===== config.mk =====
export PLATFORM = sky130hd
export DESIGN_NAME = pfd_frame_decoder
export DESIGN_NICKNAME = d
export VERILOG_FILES = /design/src/pfd_pkg.sv /design/src/pfd_window_decode.sv /design/src/pfd_id_regs.sv /design/src/pfd_frame_decoder.sv
export SDC_FILE = /design/constraint.sdc
export NUM_CORES = 1
export LEC_CHECK = 0
export BUFFER_PORTS_ARGS = -buffer_cell sky130_fd_sc_hd__clkbuf_2
export CAP_MARGIN = 10
export CORE_MARGIN = 1
export CORE_UTILIZATION = 35
export DETAILED_ROUTE_END_ITERATION = 8
export PLACE_DENSITY = 0.68
export SETUP_SLACK_MARGIN = 0.1
export SLEW_MARGIN = 20
export SYNTH_ARGS = -nofsm -noshare
export SYNTH_HDL_FRONTEND = slang
export SYNTH_HIERARCHICAL = 1
export SYNTH_SLANG_ARGS = --single-unit

===== constraint.sdc =====
create_clock -name clock -period 10.13 [get_ports clock]
set_input_delay 1.013 -clock clock [delete_from_list [all_inputs] [get_ports clock]]
set_output_delay 1.013 -clock clock [all_outputs]
set_load 0.01 [all_outputs]

===== src/pfd_pkg.sv =====
// Package for the peripheral frame decoder: address windows, types, resets
package pfd_pkg;

	// ---------------------------------------------------------------
	// Widths
	// ---------------------------------------------------------------
	localparam int ADDR_W = 22;
	localparam int DATA_W = 32;
	localparam int HALF_W = 16;

	// ---------------------------------------------------------------
	// Frame 0 windows (word addresses, inclusive)
	// ---------------------------------------------------------------
	localparam logic [21:0] EMU_LO = 22'h000880;
	localparam logic [21:0] EMU_HI = 22'h000984;
	localparam logic [21:0] PWR_LO = 22'h000985;
	localparam logic [21:0] PWR_HI = 22'h000987;
	localparam logic [21:0] FLASH_LO = 22'h000a80;
	localparam logic [21:0] FLASH_HI = 22'h000adf;
	localparam logic [21:0] KEY_LO = 22'h000ae0;
	localparam logic [21:0] KEY_HI = 22'h000aef;
	localparam logic [21:0] RESULT_LO = 22'h000b00;
	localparam logic [21:0] RESULT_HI = 22'h000b0f;
	localparam logic [21:0] TIMER_LO = 22'h000c00;
	localparam logic [21:0] TIMER_HI = 22'h000c3f;
	localparam logic [21:0] IRQCTL_LO = 22'h000ce0;
	localparam logic [21:0] IRQCTL_HI = 22'h000cff;
	localparam logic [21:0] VECTOR_LO = 22'h000d00;
	localparam logic [21:0] VECTOR_HI = 22'h000dff;

	// ---------------------------------------------------------------
	// Frame 1 windows
	// ---------------------------------------------------------------
	localparam logic [21:0] CMP_LO = 22'h006400;
	localparam logic [21:0] CMP_HI = 22'h00643f;
	localparam logic [21:0] PWM_LO = 22'h006800;
	localparam logic [21:0] PWM_HI = 22'h0068ff;
	localparam logic [21:0] CAP_LO = 22'h006a00;
	localparam logic [21:0] CAP_HI = 22'h006a1f;
	localparam logic [21:0] GPIO_LO = 22'h006f80;
	localparam logic [21:0] GPIO_HI = 22'h006fff;

	// ---------------------------------------------------------------
	// Frame 2 windows
	// ---------------------------------------------------------------
	localparam logic [21:0] SYS_LO = 22'h007010;
	localparam logic [21:0] SYS_HI = 22'h00702f;
	localparam logic [21:0] SER_LO = 22'h007040;
	localparam logic [21:0] SER_HI = 22'h00705f;
	localparam logic [21:0] WDI_LO = 22'h007060;
	localparam logic [21:0] WDI_HI = 22'h00706f;
	localparam logic [21:0] EXT_LO = 22'h007070;
	localparam logic [21:0] EXT_HI = 22'h00707f;
	localparam logic [21:0] CONV_LO = 22'h007100;
	localparam logic [21:0] CONV_HI = 22'h00717f;
	localparam logic [21:0] IIC_LO = 22'h007900;
	localparam logic [21:0] IIC_HI = 22'h00793f;

	// ---------------------------------------------------------------
	// Identity and configuration registers
	// ---------------------------------------------------------------
	localparam logic [21:0] DEVICE_CONFIG_OFS = 22'h000880;
	localparam logic [21:0] CLASS_CODE_OFS = 22'h000882;
	localparam logic [21:0] REVISION_CODE_OFS = 22'h000883;
	localparam logic [21:0] PART_CODE_OFS = 22'h3d7fff;
	localparam logic [31:0] DEVICE_CONFIG_RST = 32'h00000000;
	localparam logic [31:0] DEVICE_CONFIG_WMASK = 32'hffffffff;

	// Route of one access, one-hot
	typedef enum logic [4:0] {
		SEL_NONE = 5'b00001,
		SEL_F0 = 5'b00010,
		SEL_F1 = 5'b00100,
		SEL_F2 = 5'b01000,
		SEL_ID = 5'b10000
	} pfd_sel_e;

	// CPU side request
	typedef struct packed {
		logic rd;
		logic wr;
		logic wide;
		logic [21:0] addr;
		logic [31:0] wdata;
	} pfd_req_s;

	// Outcome of decoding one address
	typedef struct packed {
		pfd_sel_e sel;
		logic prot;
		logic flash;
		logic rdonly;
	} pfd_dec_s;

	// Request toward one peripheral frame
	typedef struct packed {
		logic rd;
		logic wr;
		logic wide;
		logic [21:0] addr;
		logic [31:0] wdata;
	} pfd_bus_s;

endpackage : pfd_pkg


===== src/pfd_window_decode.sv =====
// Address window decoder: frame choice and protection class of an address
module pfd_window_decode
(
	// Address in
	input wire logic [21:0] addr,
	// Decode out
	output pfd_pkg::pfd_dec_s dec
);

	// ---------------------------------------------------------------
	// Window test
	// ---------------------------------------------------------------
	function automatic logic in_win(input logic [21:0] a,
		input logic [21:0] lo, input logic [21:0] hi);
		in_win = (a >= lo) && (a <= hi);
	endfunction : in_win

	// Identity registers except the part code sit inside the emulation window, checked first
	wire hit_cfg = in_win(addr, pfd_pkg::DEVICE_CONFIG_OFS,
		pfd_pkg::DEVICE_CONFIG_OFS + 22'h000001);
	wire hit_cls = addr == pfd_pkg::CLASS_CODE_OFS;
	wire hit_rev = addr == pfd_pkg::REVISION_CODE_OFS;
	wire hit_part = addr == pfd_pkg::PART_CODE_OFS;
	wire hit_id = hit_cfg | hit_cls | hit_rev | hit_part;

	// Frame 0 windows
	wire hit_emu = in_win(addr, pfd_pkg::EMU_LO, pfd_pkg::EMU_HI);
	wire hit_pwr = in_win(addr, pfd_pkg::PWR_LO, pfd_pkg::PWR_HI);
	wire hit_flash = in_win(addr, pfd_pkg::FLASH_LO, pfd_pkg::FLASH_HI);
	wire hit_key = in_win(addr, pfd_pkg::KEY_LO, pfd_pkg::KEY_HI);
	wire hit_res = in_win(addr, pfd_pkg::RESULT_LO, pfd_pkg::RESULT_HI);
	wire hit_tmr = in_win(addr, pfd_pkg::TIMER_LO, pfd_pkg::TIMER_HI);
	wire hit_irq = in_win(addr, pfd_pkg::IRQCTL_LO, pfd_pkg::IRQCTL_HI);
	wire hit_vec = in_win(addr, pfd_pkg::VECTOR_LO, pfd_pkg::VECTOR_HI);
	wire hit_f0 = hit_emu | hit_pwr | hit_flash | hit_key | hit_res
		| hit_tmr | hit_irq | hit_vec;

	// Frame 1 windows
	wire hit_f1 = in_win(addr, pfd_pkg::CMP_LO, pfd_pkg::CMP_HI)
		| in_win(addr, pfd_pkg::PWM_LO, pfd_pkg::PWM_HI)
		| in_win(addr, pfd_pkg::CAP_LO, pfd_pkg::CAP_HI)
		| in_win(addr, pfd_pkg::GPIO_LO, pfd_pkg::GPIO_HI);

	// Frame 2 windows
	wire hit_sys = in_win(addr, pfd_pkg::SYS_LO, pfd_pkg::SYS_HI);
	wire hit_wdi = in_win(addr, pfd_pkg::WDI_LO, pfd_pkg::WDI_HI);
	wire hit_ext = in_win(addr, pfd_pkg::EXT_LO, pfd_pkg::EXT_HI);
	wire hit_f2 = hit_sys | hit_wdi | hit_ext
		| in_win(addr, pfd_pkg::SER_LO, pfd_pkg::SER_HI)
		| in_win(addr, pfd_pkg::CONV_LO, pfd_pkg::CONV_HI)
		| in_win(addr, pfd_pkg::IIC_LO, pfd_pkg::IIC_HI);

	// Route and protection class; identity wins over its host window
	assign dec.sel = hit_id ? pfd_pkg::SEL_ID :
		hit_f0 ? pfd_pkg::SEL_F0 :
		hit_f1 ? pfd_pkg::SEL_F1 :
		hit_f2 ? pfd_pkg::SEL_F2 : pfd_pkg::SEL_NONE;
	assign dec.prot = hit_cfg | ((hit_emu | hit_pwr | hit_flash | hit_key
		| hit_sys | hit_wdi | hit_ext) & ~hit_id);
	assign dec.flash = hit_flash;
	assign dec.rdonly = hit_res | hit_cls | hit_rev | hit_part;

endmodule : pfd_window_decode


===== src/pfd_id_regs.sv =====
// Device configuration word and read-only identity codes
module pfd_id_regs
#(
	// Arbitrary neutral identity values
	parameter logic [15:0] PART_CODE = 16'h1234,
	parameter logic [15:0] CLASS_CODE = 16'h0056,
	parameter logic [15:0] REVISION_CODE = 16'h0001
)
(
	// Clock and reset
	input wire logic clock,
	input wire logic sys_rst,
	// Access, already cleared of blocked writes
	input wire logic rd,
	input wire logic wr,
	input wire logic wide,
	input wire logic [21:0] addr,
	input wire logic [31:0] wdata,
	// Results
	output logic [31:0] rdata,
	output logic [31:0] config_word
);

	logic [31:0] cfg_reg;
	logic [31:0] cfg_next;
	logic [31:0] rdata_reg;
	logic [31:0] rdata_next;

	// ---------------------------------------------------------------
	// Write merge: a 16-bit write at the upper word touches bits 31:16
	// ---------------------------------------------------------------
	wire cfg_lo_hit = addr == pfd_pkg::DEVICE_CONFIG_OFS;
	wire cfg_hi_hit = addr == (pfd_pkg::DEVICE_CONFIG_OFS + 22'h000001);
	wire [31:0] cfg_wmask = !wr ? 32'h00000000 :
		(cfg_lo_hit && wide) ? pfd_pkg::DEVICE_CONFIG_WMASK :
		cfg_lo_hit ? (pfd_pkg::DEVICE_CONFIG_WMASK & 32'h0000ffff) :
		cfg_hi_hit ? (pfd_pkg::DEVICE_CONFIG_WMASK & 32'hffff0000) :
		32'h00000000;
	wire [31:0] cfg_wdata = cfg_hi_hit ? {wdata[15:0], 16'h0000} : wdata;
	assign cfg_next = (cfg_reg & ~cfg_wmask) | (cfg_wdata & cfg_wmask);

	// Read mux; codes are fixed and ignore writes
	assign rdata_next = !rd ? 32'h00000000 :
		(cfg_lo_hit && wide) ? cfg_reg :
		cfg_lo_hit ? {16'h0000, cfg_reg[15:0]} :
		cfg_hi_hit ? {16'h0000, cfg_reg[31:16]} :
		(addr == pfd_pkg::CLASS_CODE_OFS) ? {16'h0000, CLASS_CODE} :
		(addr == pfd_pkg::REVISION_CODE_OFS) ? {16'h0000, REVISION_CODE} :
		(addr == pfd_pkg::PART_CODE_OFS) ? {16'h0000, PART_CODE} :
		32'h00000000;

	// Storage
	always_ff @(posedge clock or posedge sys_rst)
	begin
		if (sys_rst)
		begin
			cfg_reg <= pfd_pkg::DEVICE_CONFIG_RST;
			rdata_reg <= 32'h00000000;
		end
		else
		begin
			cfg_reg <= cfg_next;
			rdata_reg <= rdata_next;
		end
	end

	assign rdata = rdata_reg;
	assign config_word = cfg_reg;

endmodule : pfd_id_regs


===== src/pfd_frame_decoder.sv =====
// Peripheral frame decoder: routes CPU register accesses, gates protected writes
module pfd_frame_decoder
#(
	// Identity values, arbitrary neutral codes
	parameter logic [15:0] PART_CODE = 16'h1234,
	parameter logic [15:0] CLASS_CODE = 16'h0056,
	parameter logic [15:0] REVISION_CODE = 16'h0001
)
(
	// Clock and reset
	input wire logic clock,
	input wire logic sys_rst,
	// CPU request and answer
	input pfd_pkg::pfd_req_s cpu_req,
	output logic [31:0] cpu_rdata,
	output logic cpu_ack,
	// CPU protection instructions, one-cycle pulses
	input wire logic write_unlock_instruction,
	input wire logic write_relock_instruction,
	// Code security unit lock state, high when unlocked
	input wire logic code_security_unit_open,
	// Frame 0, CPU memory bus
	output pfd_pkg::pfd_bus_s f0_bus,
	input wire logic [31:0] f0_rdata,
	// Frame 1, 32-bit peripheral bus
	output pfd_pkg::pfd_bus_s f1_bus,
	input wire logic [31:0] f1_rdata,
	// Frame 2, 16-bit peripheral bus
	output pfd_pkg::pfd_bus_s f2_bus,
	input wire logic [15:0] f2_rdata,
	// Status and configuration
	output logic write_unlocked,
	output logic [31:0] device_config
);

	// ---------------------------------------------------------------
	// Declarations
	// ---------------------------------------------------------------
	pfd_pkg::pfd_dec_s dec;
	logic unlock_reg;
	logic unlock_next;
	pfd_pkg::pfd_bus_s f0_reg;
	pfd_pkg::pfd_bus_s f1_reg;
	pfd_pkg::pfd_bus_s f2_reg;
	pfd_pkg::pfd_bus_s f0_next;
	pfd_pkg::pfd_bus_s f1_next;
	pfd_pkg::pfd_bus_s f2_next;
	pfd_pkg::pfd_sel_e sel_reg;
	pfd_pkg::pfd_sel_e sel_next;
	logic pend_reg;
	logic pend_next;
	logic ack_reg;
	logic [31:0] rdata_reg;
	logic [31:0] rdata_next;
	logic [31:0] id_rdata;
	logic [31:0] cfg_word;

	// ---------------------------------------------------------------
	// Address decode
	// ---------------------------------------------------------------
	pfd_window_decode u_decode
	(
		.addr(cpu_req.addr),
		.dec(dec)
	);

	// ---------------------------------------------------------------
	// Write gate
	// ---------------------------------------------------------------
	// Relock has the last word if both arrive together
	assign unlock_next = write_relock_instruction ? 1'b0 :
		write_unlock_instruction ? 1'b1 : unlock_reg;

	// Flash control needs the security unit open as well
	wire flash_ok = unlock_reg & code_security_unit_open;
	wire prot_ok = !dec.prot || unlock_reg;
	wire write_ok = cpu_req.wr && prot_ok && !dec.rdonly
		&& (!dec.flash || flash_ok);
	wire read_go = cpu_req.rd && !cpu_req.wr;
	wire any_req = cpu_req.rd || cpu_req.wr;

	// Per-frame selects from the decode alone; the rd and wr strobes built from them stay low for unmapped or blocked accesses
	wire go_f0 = dec.sel == pfd_pkg::SEL_F0;
	wire go_f1 = dec.sel == pfd_pkg::SEL_F1;
	wire go_f2 = dec.sel == pfd_pkg::SEL_F2;
	wire go_id = dec.sel == pfd_pkg::SEL_ID;

	// ---------------------------------------------------------------
	// Frame requests
	// ---------------------------------------------------------------
	// Frame 0 carries the width bit, both widths pass
	assign f0_next.rd = go_f0 & read_go;
	assign f0_next.wr = go_f0 & write_ok;
	assign f0_next.wide = go_f0 & cpu_req.wide;
	assign f0_next.addr = go_f0 ? cpu_req.addr : 22'h000000;
	assign f0_next.wdata = (go_f0 && write_ok) ? cpu_req.wdata : 32'h00000000;

	// Frame 1 is a 32-bit bus, width passes too
	assign f1_next.rd = go_f1 & read_go;
	assign f1_next.wr = go_f1 & write_ok;
	assign f1_next.wide = go_f1 & cpu_req.wide;
	assign f1_next.addr = go_f1 ? cpu_req.addr : 22'h000000;
	assign f1_next.wdata = (go_f1 && write_ok) ? cpu_req.wdata : 32'h00000000;

	// Frame 2 is 16 bits: upper half and width bit never leave
	assign f2_next.rd = go_f2 & read_go;
	assign f2_next.wr = go_f2 & write_ok;
	assign f2_next.wide = 1'b0;
	assign f2_next.addr = go_f2 ? cpu_req.addr : 22'h000000;
	assign f2_next.wdata = (go_f2 && write_ok) ?
		{16'h0000, cpu_req.wdata[15:0]} : 32'h00000000;

	// Remember the route of the access in flight
	assign sel_next = any_req ? dec.sel : pfd_pkg::SEL_NONE;
	assign pend_next = any_req;

	// ---------------------------------------------------------------
	// Identity and configuration
	// ---------------------------------------------------------------
	// The configuration word sits in the emulation window, so it is gated
	pfd_id_regs
	#(
		.PART_CODE(PART_CODE),
		.CLASS_CODE(CLASS_CODE),
		.REVISION_CODE(REVISION_CODE)
	)
	u_id
	(
		.clock(clock),
		.sys_rst(sys_rst),
		.rd(go_id & read_go),
		.wr(go_id & write_ok),
		.wide(cpu_req.wide),
		.addr(cpu_req.addr),
		.wdata(cpu_req.wdata),
		.rdata(id_rdata),
		.config_word(cfg_word)
	);

	// ---------------------------------------------------------------
	// Read return
	// ---------------------------------------------------------------
	// Frames answer in the cycle their strobe stands; unmapped reads zero
	assign rdata_next = !pend_reg ? 32'h00000000 :
		(sel_reg == pfd_pkg::SEL_F0) ? f0_rdata :
		(sel_reg == pfd_pkg::SEL_F1) ? f1_rdata :
		(sel_reg == pfd_pkg::SEL_F2) ? {16'h0000, f2_rdata} :
		(sel_reg == pfd_pkg::SEL_ID) ? id_rdata :
		32'h00000000;

	// ---------------------------------------------------------------
	// Registers
	// ---------------------------------------------------------------
	// Protection state
	always_ff @(posedge clock or posedge sys_rst)
	begin
		if (sys_rst)
			unlock_reg <= 1'b0;
		else
			unlock_reg <= unlock_next;
	end

	// Frame strobes, one cycle each
	always_ff @(posedge clock or posedge sys_rst)
	begin
		if (sys_rst)
		begin
			f0_reg <= '0;
			f1_reg <= '0;
			f2_reg <= '0;
		end
		else
		begin
			f0_reg <= f0_next;
			f1_reg <= f1_next;
			f2_reg <= f2_next;
		end
	end

	// Route tag for the read return
	always_ff @(posedge clock or posedge sys_rst)
	begin
		if (sys_rst)
		begin
			sel_reg <= pfd_pkg::SEL_NONE;
			pend_reg <= 1'b0;
		end
		else
		begin
			sel_reg <= sel_next;
			pend_reg <= pend_next;
		end
	end

	// Every access is answered, blocked or not, so the CPU never hangs
	always_ff @(posedge clock or posedge sys_rst)
	begin
		if (sys_rst)
		begin
			ack_reg <= 1'b0;
			rdata_reg <= 32'h00000000;
		end
		else
		begin
			ack_reg <= pend_reg;
			rdata_reg <= rdata_next;
		end
	end

	// ---------------------------------------------------------------
	// Outputs
	// ---------------------------------------------------------------
	assign f0_bus = f0_reg;
	assign f1_bus = f1_reg;
	assign f2_bus = f2_reg;
	assign cpu_ack = ack_reg;
	assign cpu_rdata = rdata_reg;
	assign write_unlocked = unlock_reg;
	assign device_config = cfg_word;

endmodule : pfd_frame_decoder


==> impl_metrics.ini <==
[power_and_ir_drop]
pwr_dens_mw_per_mm2 = 164
peakVddDrop_uv = 121
post-layout-total-power_uw = 2290
p_leak_uw = 0.00726

[routing]
postRouteWirelength_microns = 33700
via_count = 8600
drt_iter0_drc = 606
wire_per_inst_microns = 19.9
drcViolationCount = 0
detail_route.vias_per_cell = 5.07
firstDrtPassIters = 5
final_antenna_net_count = 0

[global_routing]
number_of_global_route_vias_before_repair = 8417
met1_capacity_usage_during_global_routing_pct = 27.9
grt.busiest_layer = met2
groute.usage.overall_pct = 20.8
grt_first_pass_wirelength_microns = 50500
groute.layer.met2.usage_pct = 33.7
use_met3_pct = 4.43
antenna_found_initial = 0
grt_total_ovfl = 0
grt_max_degree = 116

[worst_hold_path]
min-delay-path-class = flop to flop
worst_hold_path.num_cells = 2

[synthesis]
yosys.area.top_type = dfrtp_1
synth.yosys.seq_area_share_pct = 59.4
synth.most_common_cell = dfrtp_1
async_flop_share_pct = 100
synth_area_leaders = dfrtp_1, and2_1, o21ai_0
post_synth_num_cell_types = 72
synth_top_area_share_pct = 59.2
mappedNetlistArea_sq_mm = 0.0109
post_synth_inst_count = 941
ys_dominant_reg_cell = dfrtp_1
synth_edf_count = 0
ys_seq_elements = 258
synth-warning-count = 6
avgSynthCellArea_sq_um = 11.6
post_synth_most_frequent_cells = dfrtp_1, and2_1, o21ai_0, clkbuf_1, nor2_1

[clock_tree]
tritoncts = yes
hold_buffers = 0
cts-htree-levels = 1
cts.root.buffer_cell = clkbuf_16
clock_latency_ns = 0.55
clk_path_buf_depth = 3
post_cts.repair.setup_buffers = 0
worst_setup_hold_path_clk_slew_ns = 0.06
cts.sinks = 258
cts-resized-gates = 0
numCtsBuffers = 29

[floorplanning]
floorplan.core_area_sq_mm = 0.0306
design.die.area_sq_mm = 0.0318
initial_standard_cell_utilization_of_the_core_pct = 35.5
io_pins = 379
die_height_microns = 178
standard_cell_rows = 64
die_w_microns = 178

[cells_and_area]
seq_area_sq_mm = 0.00646
finalNetCount = 1418
antenna_cells = 0
multiInputGateArea_sq_mm = 0.00402
layout-drive-gt1-share_pct = 38.5
final_util_pct = 45.7
area_delta_synth_final_pct = 28.7
n_fill_cell = 2874

[sta]
min_period_ns = 4.85
share_of_the_clock_period_used_by_the_worst_path_pct = 47.8
rsz0062_at_grt = no
setup_skew_after_layout_ns = 0.0102
worst_pin_slew_ns = 1.05
final_hold_viol_count = 0
setup_ws_ns = 5.28
maxClockFrequency_mhz = 206
finalSetupViolCount = 0
final_sum_of_negative_setup_slack_ns = 0
worst_slew_margin_rel_pct = 29.5
final-max-slew-violation-count = 0

[placed_design]
post-dp-hpwl_microns = 24500
dp_worst_setup_slack_ns = 4.32
port_buffers = 361
finalWeightedCongestion = 0.897

[worst_setup_path]
critical-path-top-delay-family = simple AND/OR/NAND/NOR gates
timing.critical_path.slowest_cell_delay_ns = 0.70
setup.worst_path.end_class = flop
timing.critical_path.fanout_max = 45
number_of_cells_on_the_worst_reg_to_reg_path = 5
worst_ep_arrival_time_ns = 5.33
cp_cell_instances = clkbuf_2 -> buf_4 -> nand4_1 -> or3_1 -> or3_1 -> o21ai_1 -> a21oi_1 -> buf_4 -> or3_4 -> nor3b_4 -> nor3b_4 -> buf_6 -> and2_2
cpMaxStageDelayCell = nor3b_4
timing.setup.critical_path_class = primary input to flop
critPathBufInv = 4
worst-path-stages = 13
worst-endpoint-required_ns = 10.61
startpoint_type = primary input

[job]
cap_violations = 0

[run_status]
outcome = finished, final reports clean
## metrics by stage
step / instance area, sq um / hold WS (ns) / std cells
floorplan: 10900 / 0.416 / 957
detailed placement: 12900 / 0.527 / 1639
global route: 14000 / 0.558 / 1695
CTS: 13900 / 0.541 / 1693
finish: 14000 / 0.537 / 1695
global placement: 12900 / 0.513 / 1639
## worst reg2reg max path, cell delays in order (launching register included)
cell     delay (ns)
dfrtp_1        0.39
a21oi_1        0.25
nor3_1         0.36
nand3_1        0.47
nor3_1         0.64
o21ai_0        0.19
## report_power, final
part / internal [uW] / total (uW) / switching (uW)
Sequential: 1030 / 1030 / 2.21
Clock: 723 / 1150 / 429
Combinational: 30.5 / 102 / 71.8
## placed cells by master, fill, tap and decap left out, drive strengths merged, types with 4 or more instances in the layout
master / count
and3: 26
inv: 11
mux2i: 13
bufinv: 6
dfrtp: 257
clkbuf: 399
nor3: 18
o21ai: 51
conb: 17
and3b: 4
nand2: 31
a41oi: 11
nand3: 19
nor4: 11
nor2b: 12
o221a: 16
and2: 155
a21oi: 39
or4: 5
or3: 7
nand2b: 7
mux2: 16
nor3b: 6
clkinv: 6
buf: 11
a22o: 4
nand4: 26
a211oi: 17
a221oi: 16
nor2: 47
## layer usage
layer  up-vias  share of wire (%)
li1       3962                  -
met1      4220                 42
met2       362                 47
met3        56                7.3
met4         0                2.9
met5         -                  0
## logic make-up after synthesis
kind of cell,synth area share [%]
buf+inv,4.34
flops,59.4
simple gates,21.6
compound gates,11.4
mux,3.20
other cells,0.0345
## path summary, 6_finish.rpt
path / slack, ns / end / start
max: 5.28 / f1_bus[26] / cpu_req[32]
min: 0.54 / cpu_rdata[29] / u_id/rdata[29]
max reg2reg: 7.68 / flop / write_unlocked
min reg2reg: 0.54 / cpu_rdata[29] / u_id/rdata[29]
max in group asynchronous: 8.31 / f1_bus[11] / sys_rst
min in group asynchronous: 0.64 / f0_bus[25] / sys_rst
## final cells by class
cell class | instances | share of cell area [%]
multi-input cells | 606 | 28.8
inverters | 9 | 0.295
flip-flops and latches | 258 | 46.2
well taps | 396 | 3.54
clock inverters | 16 | 1.79
repair buffers | 372 | 13.6
clock buffers | 38 | 5.86
(Power assumes the default switching activity.)
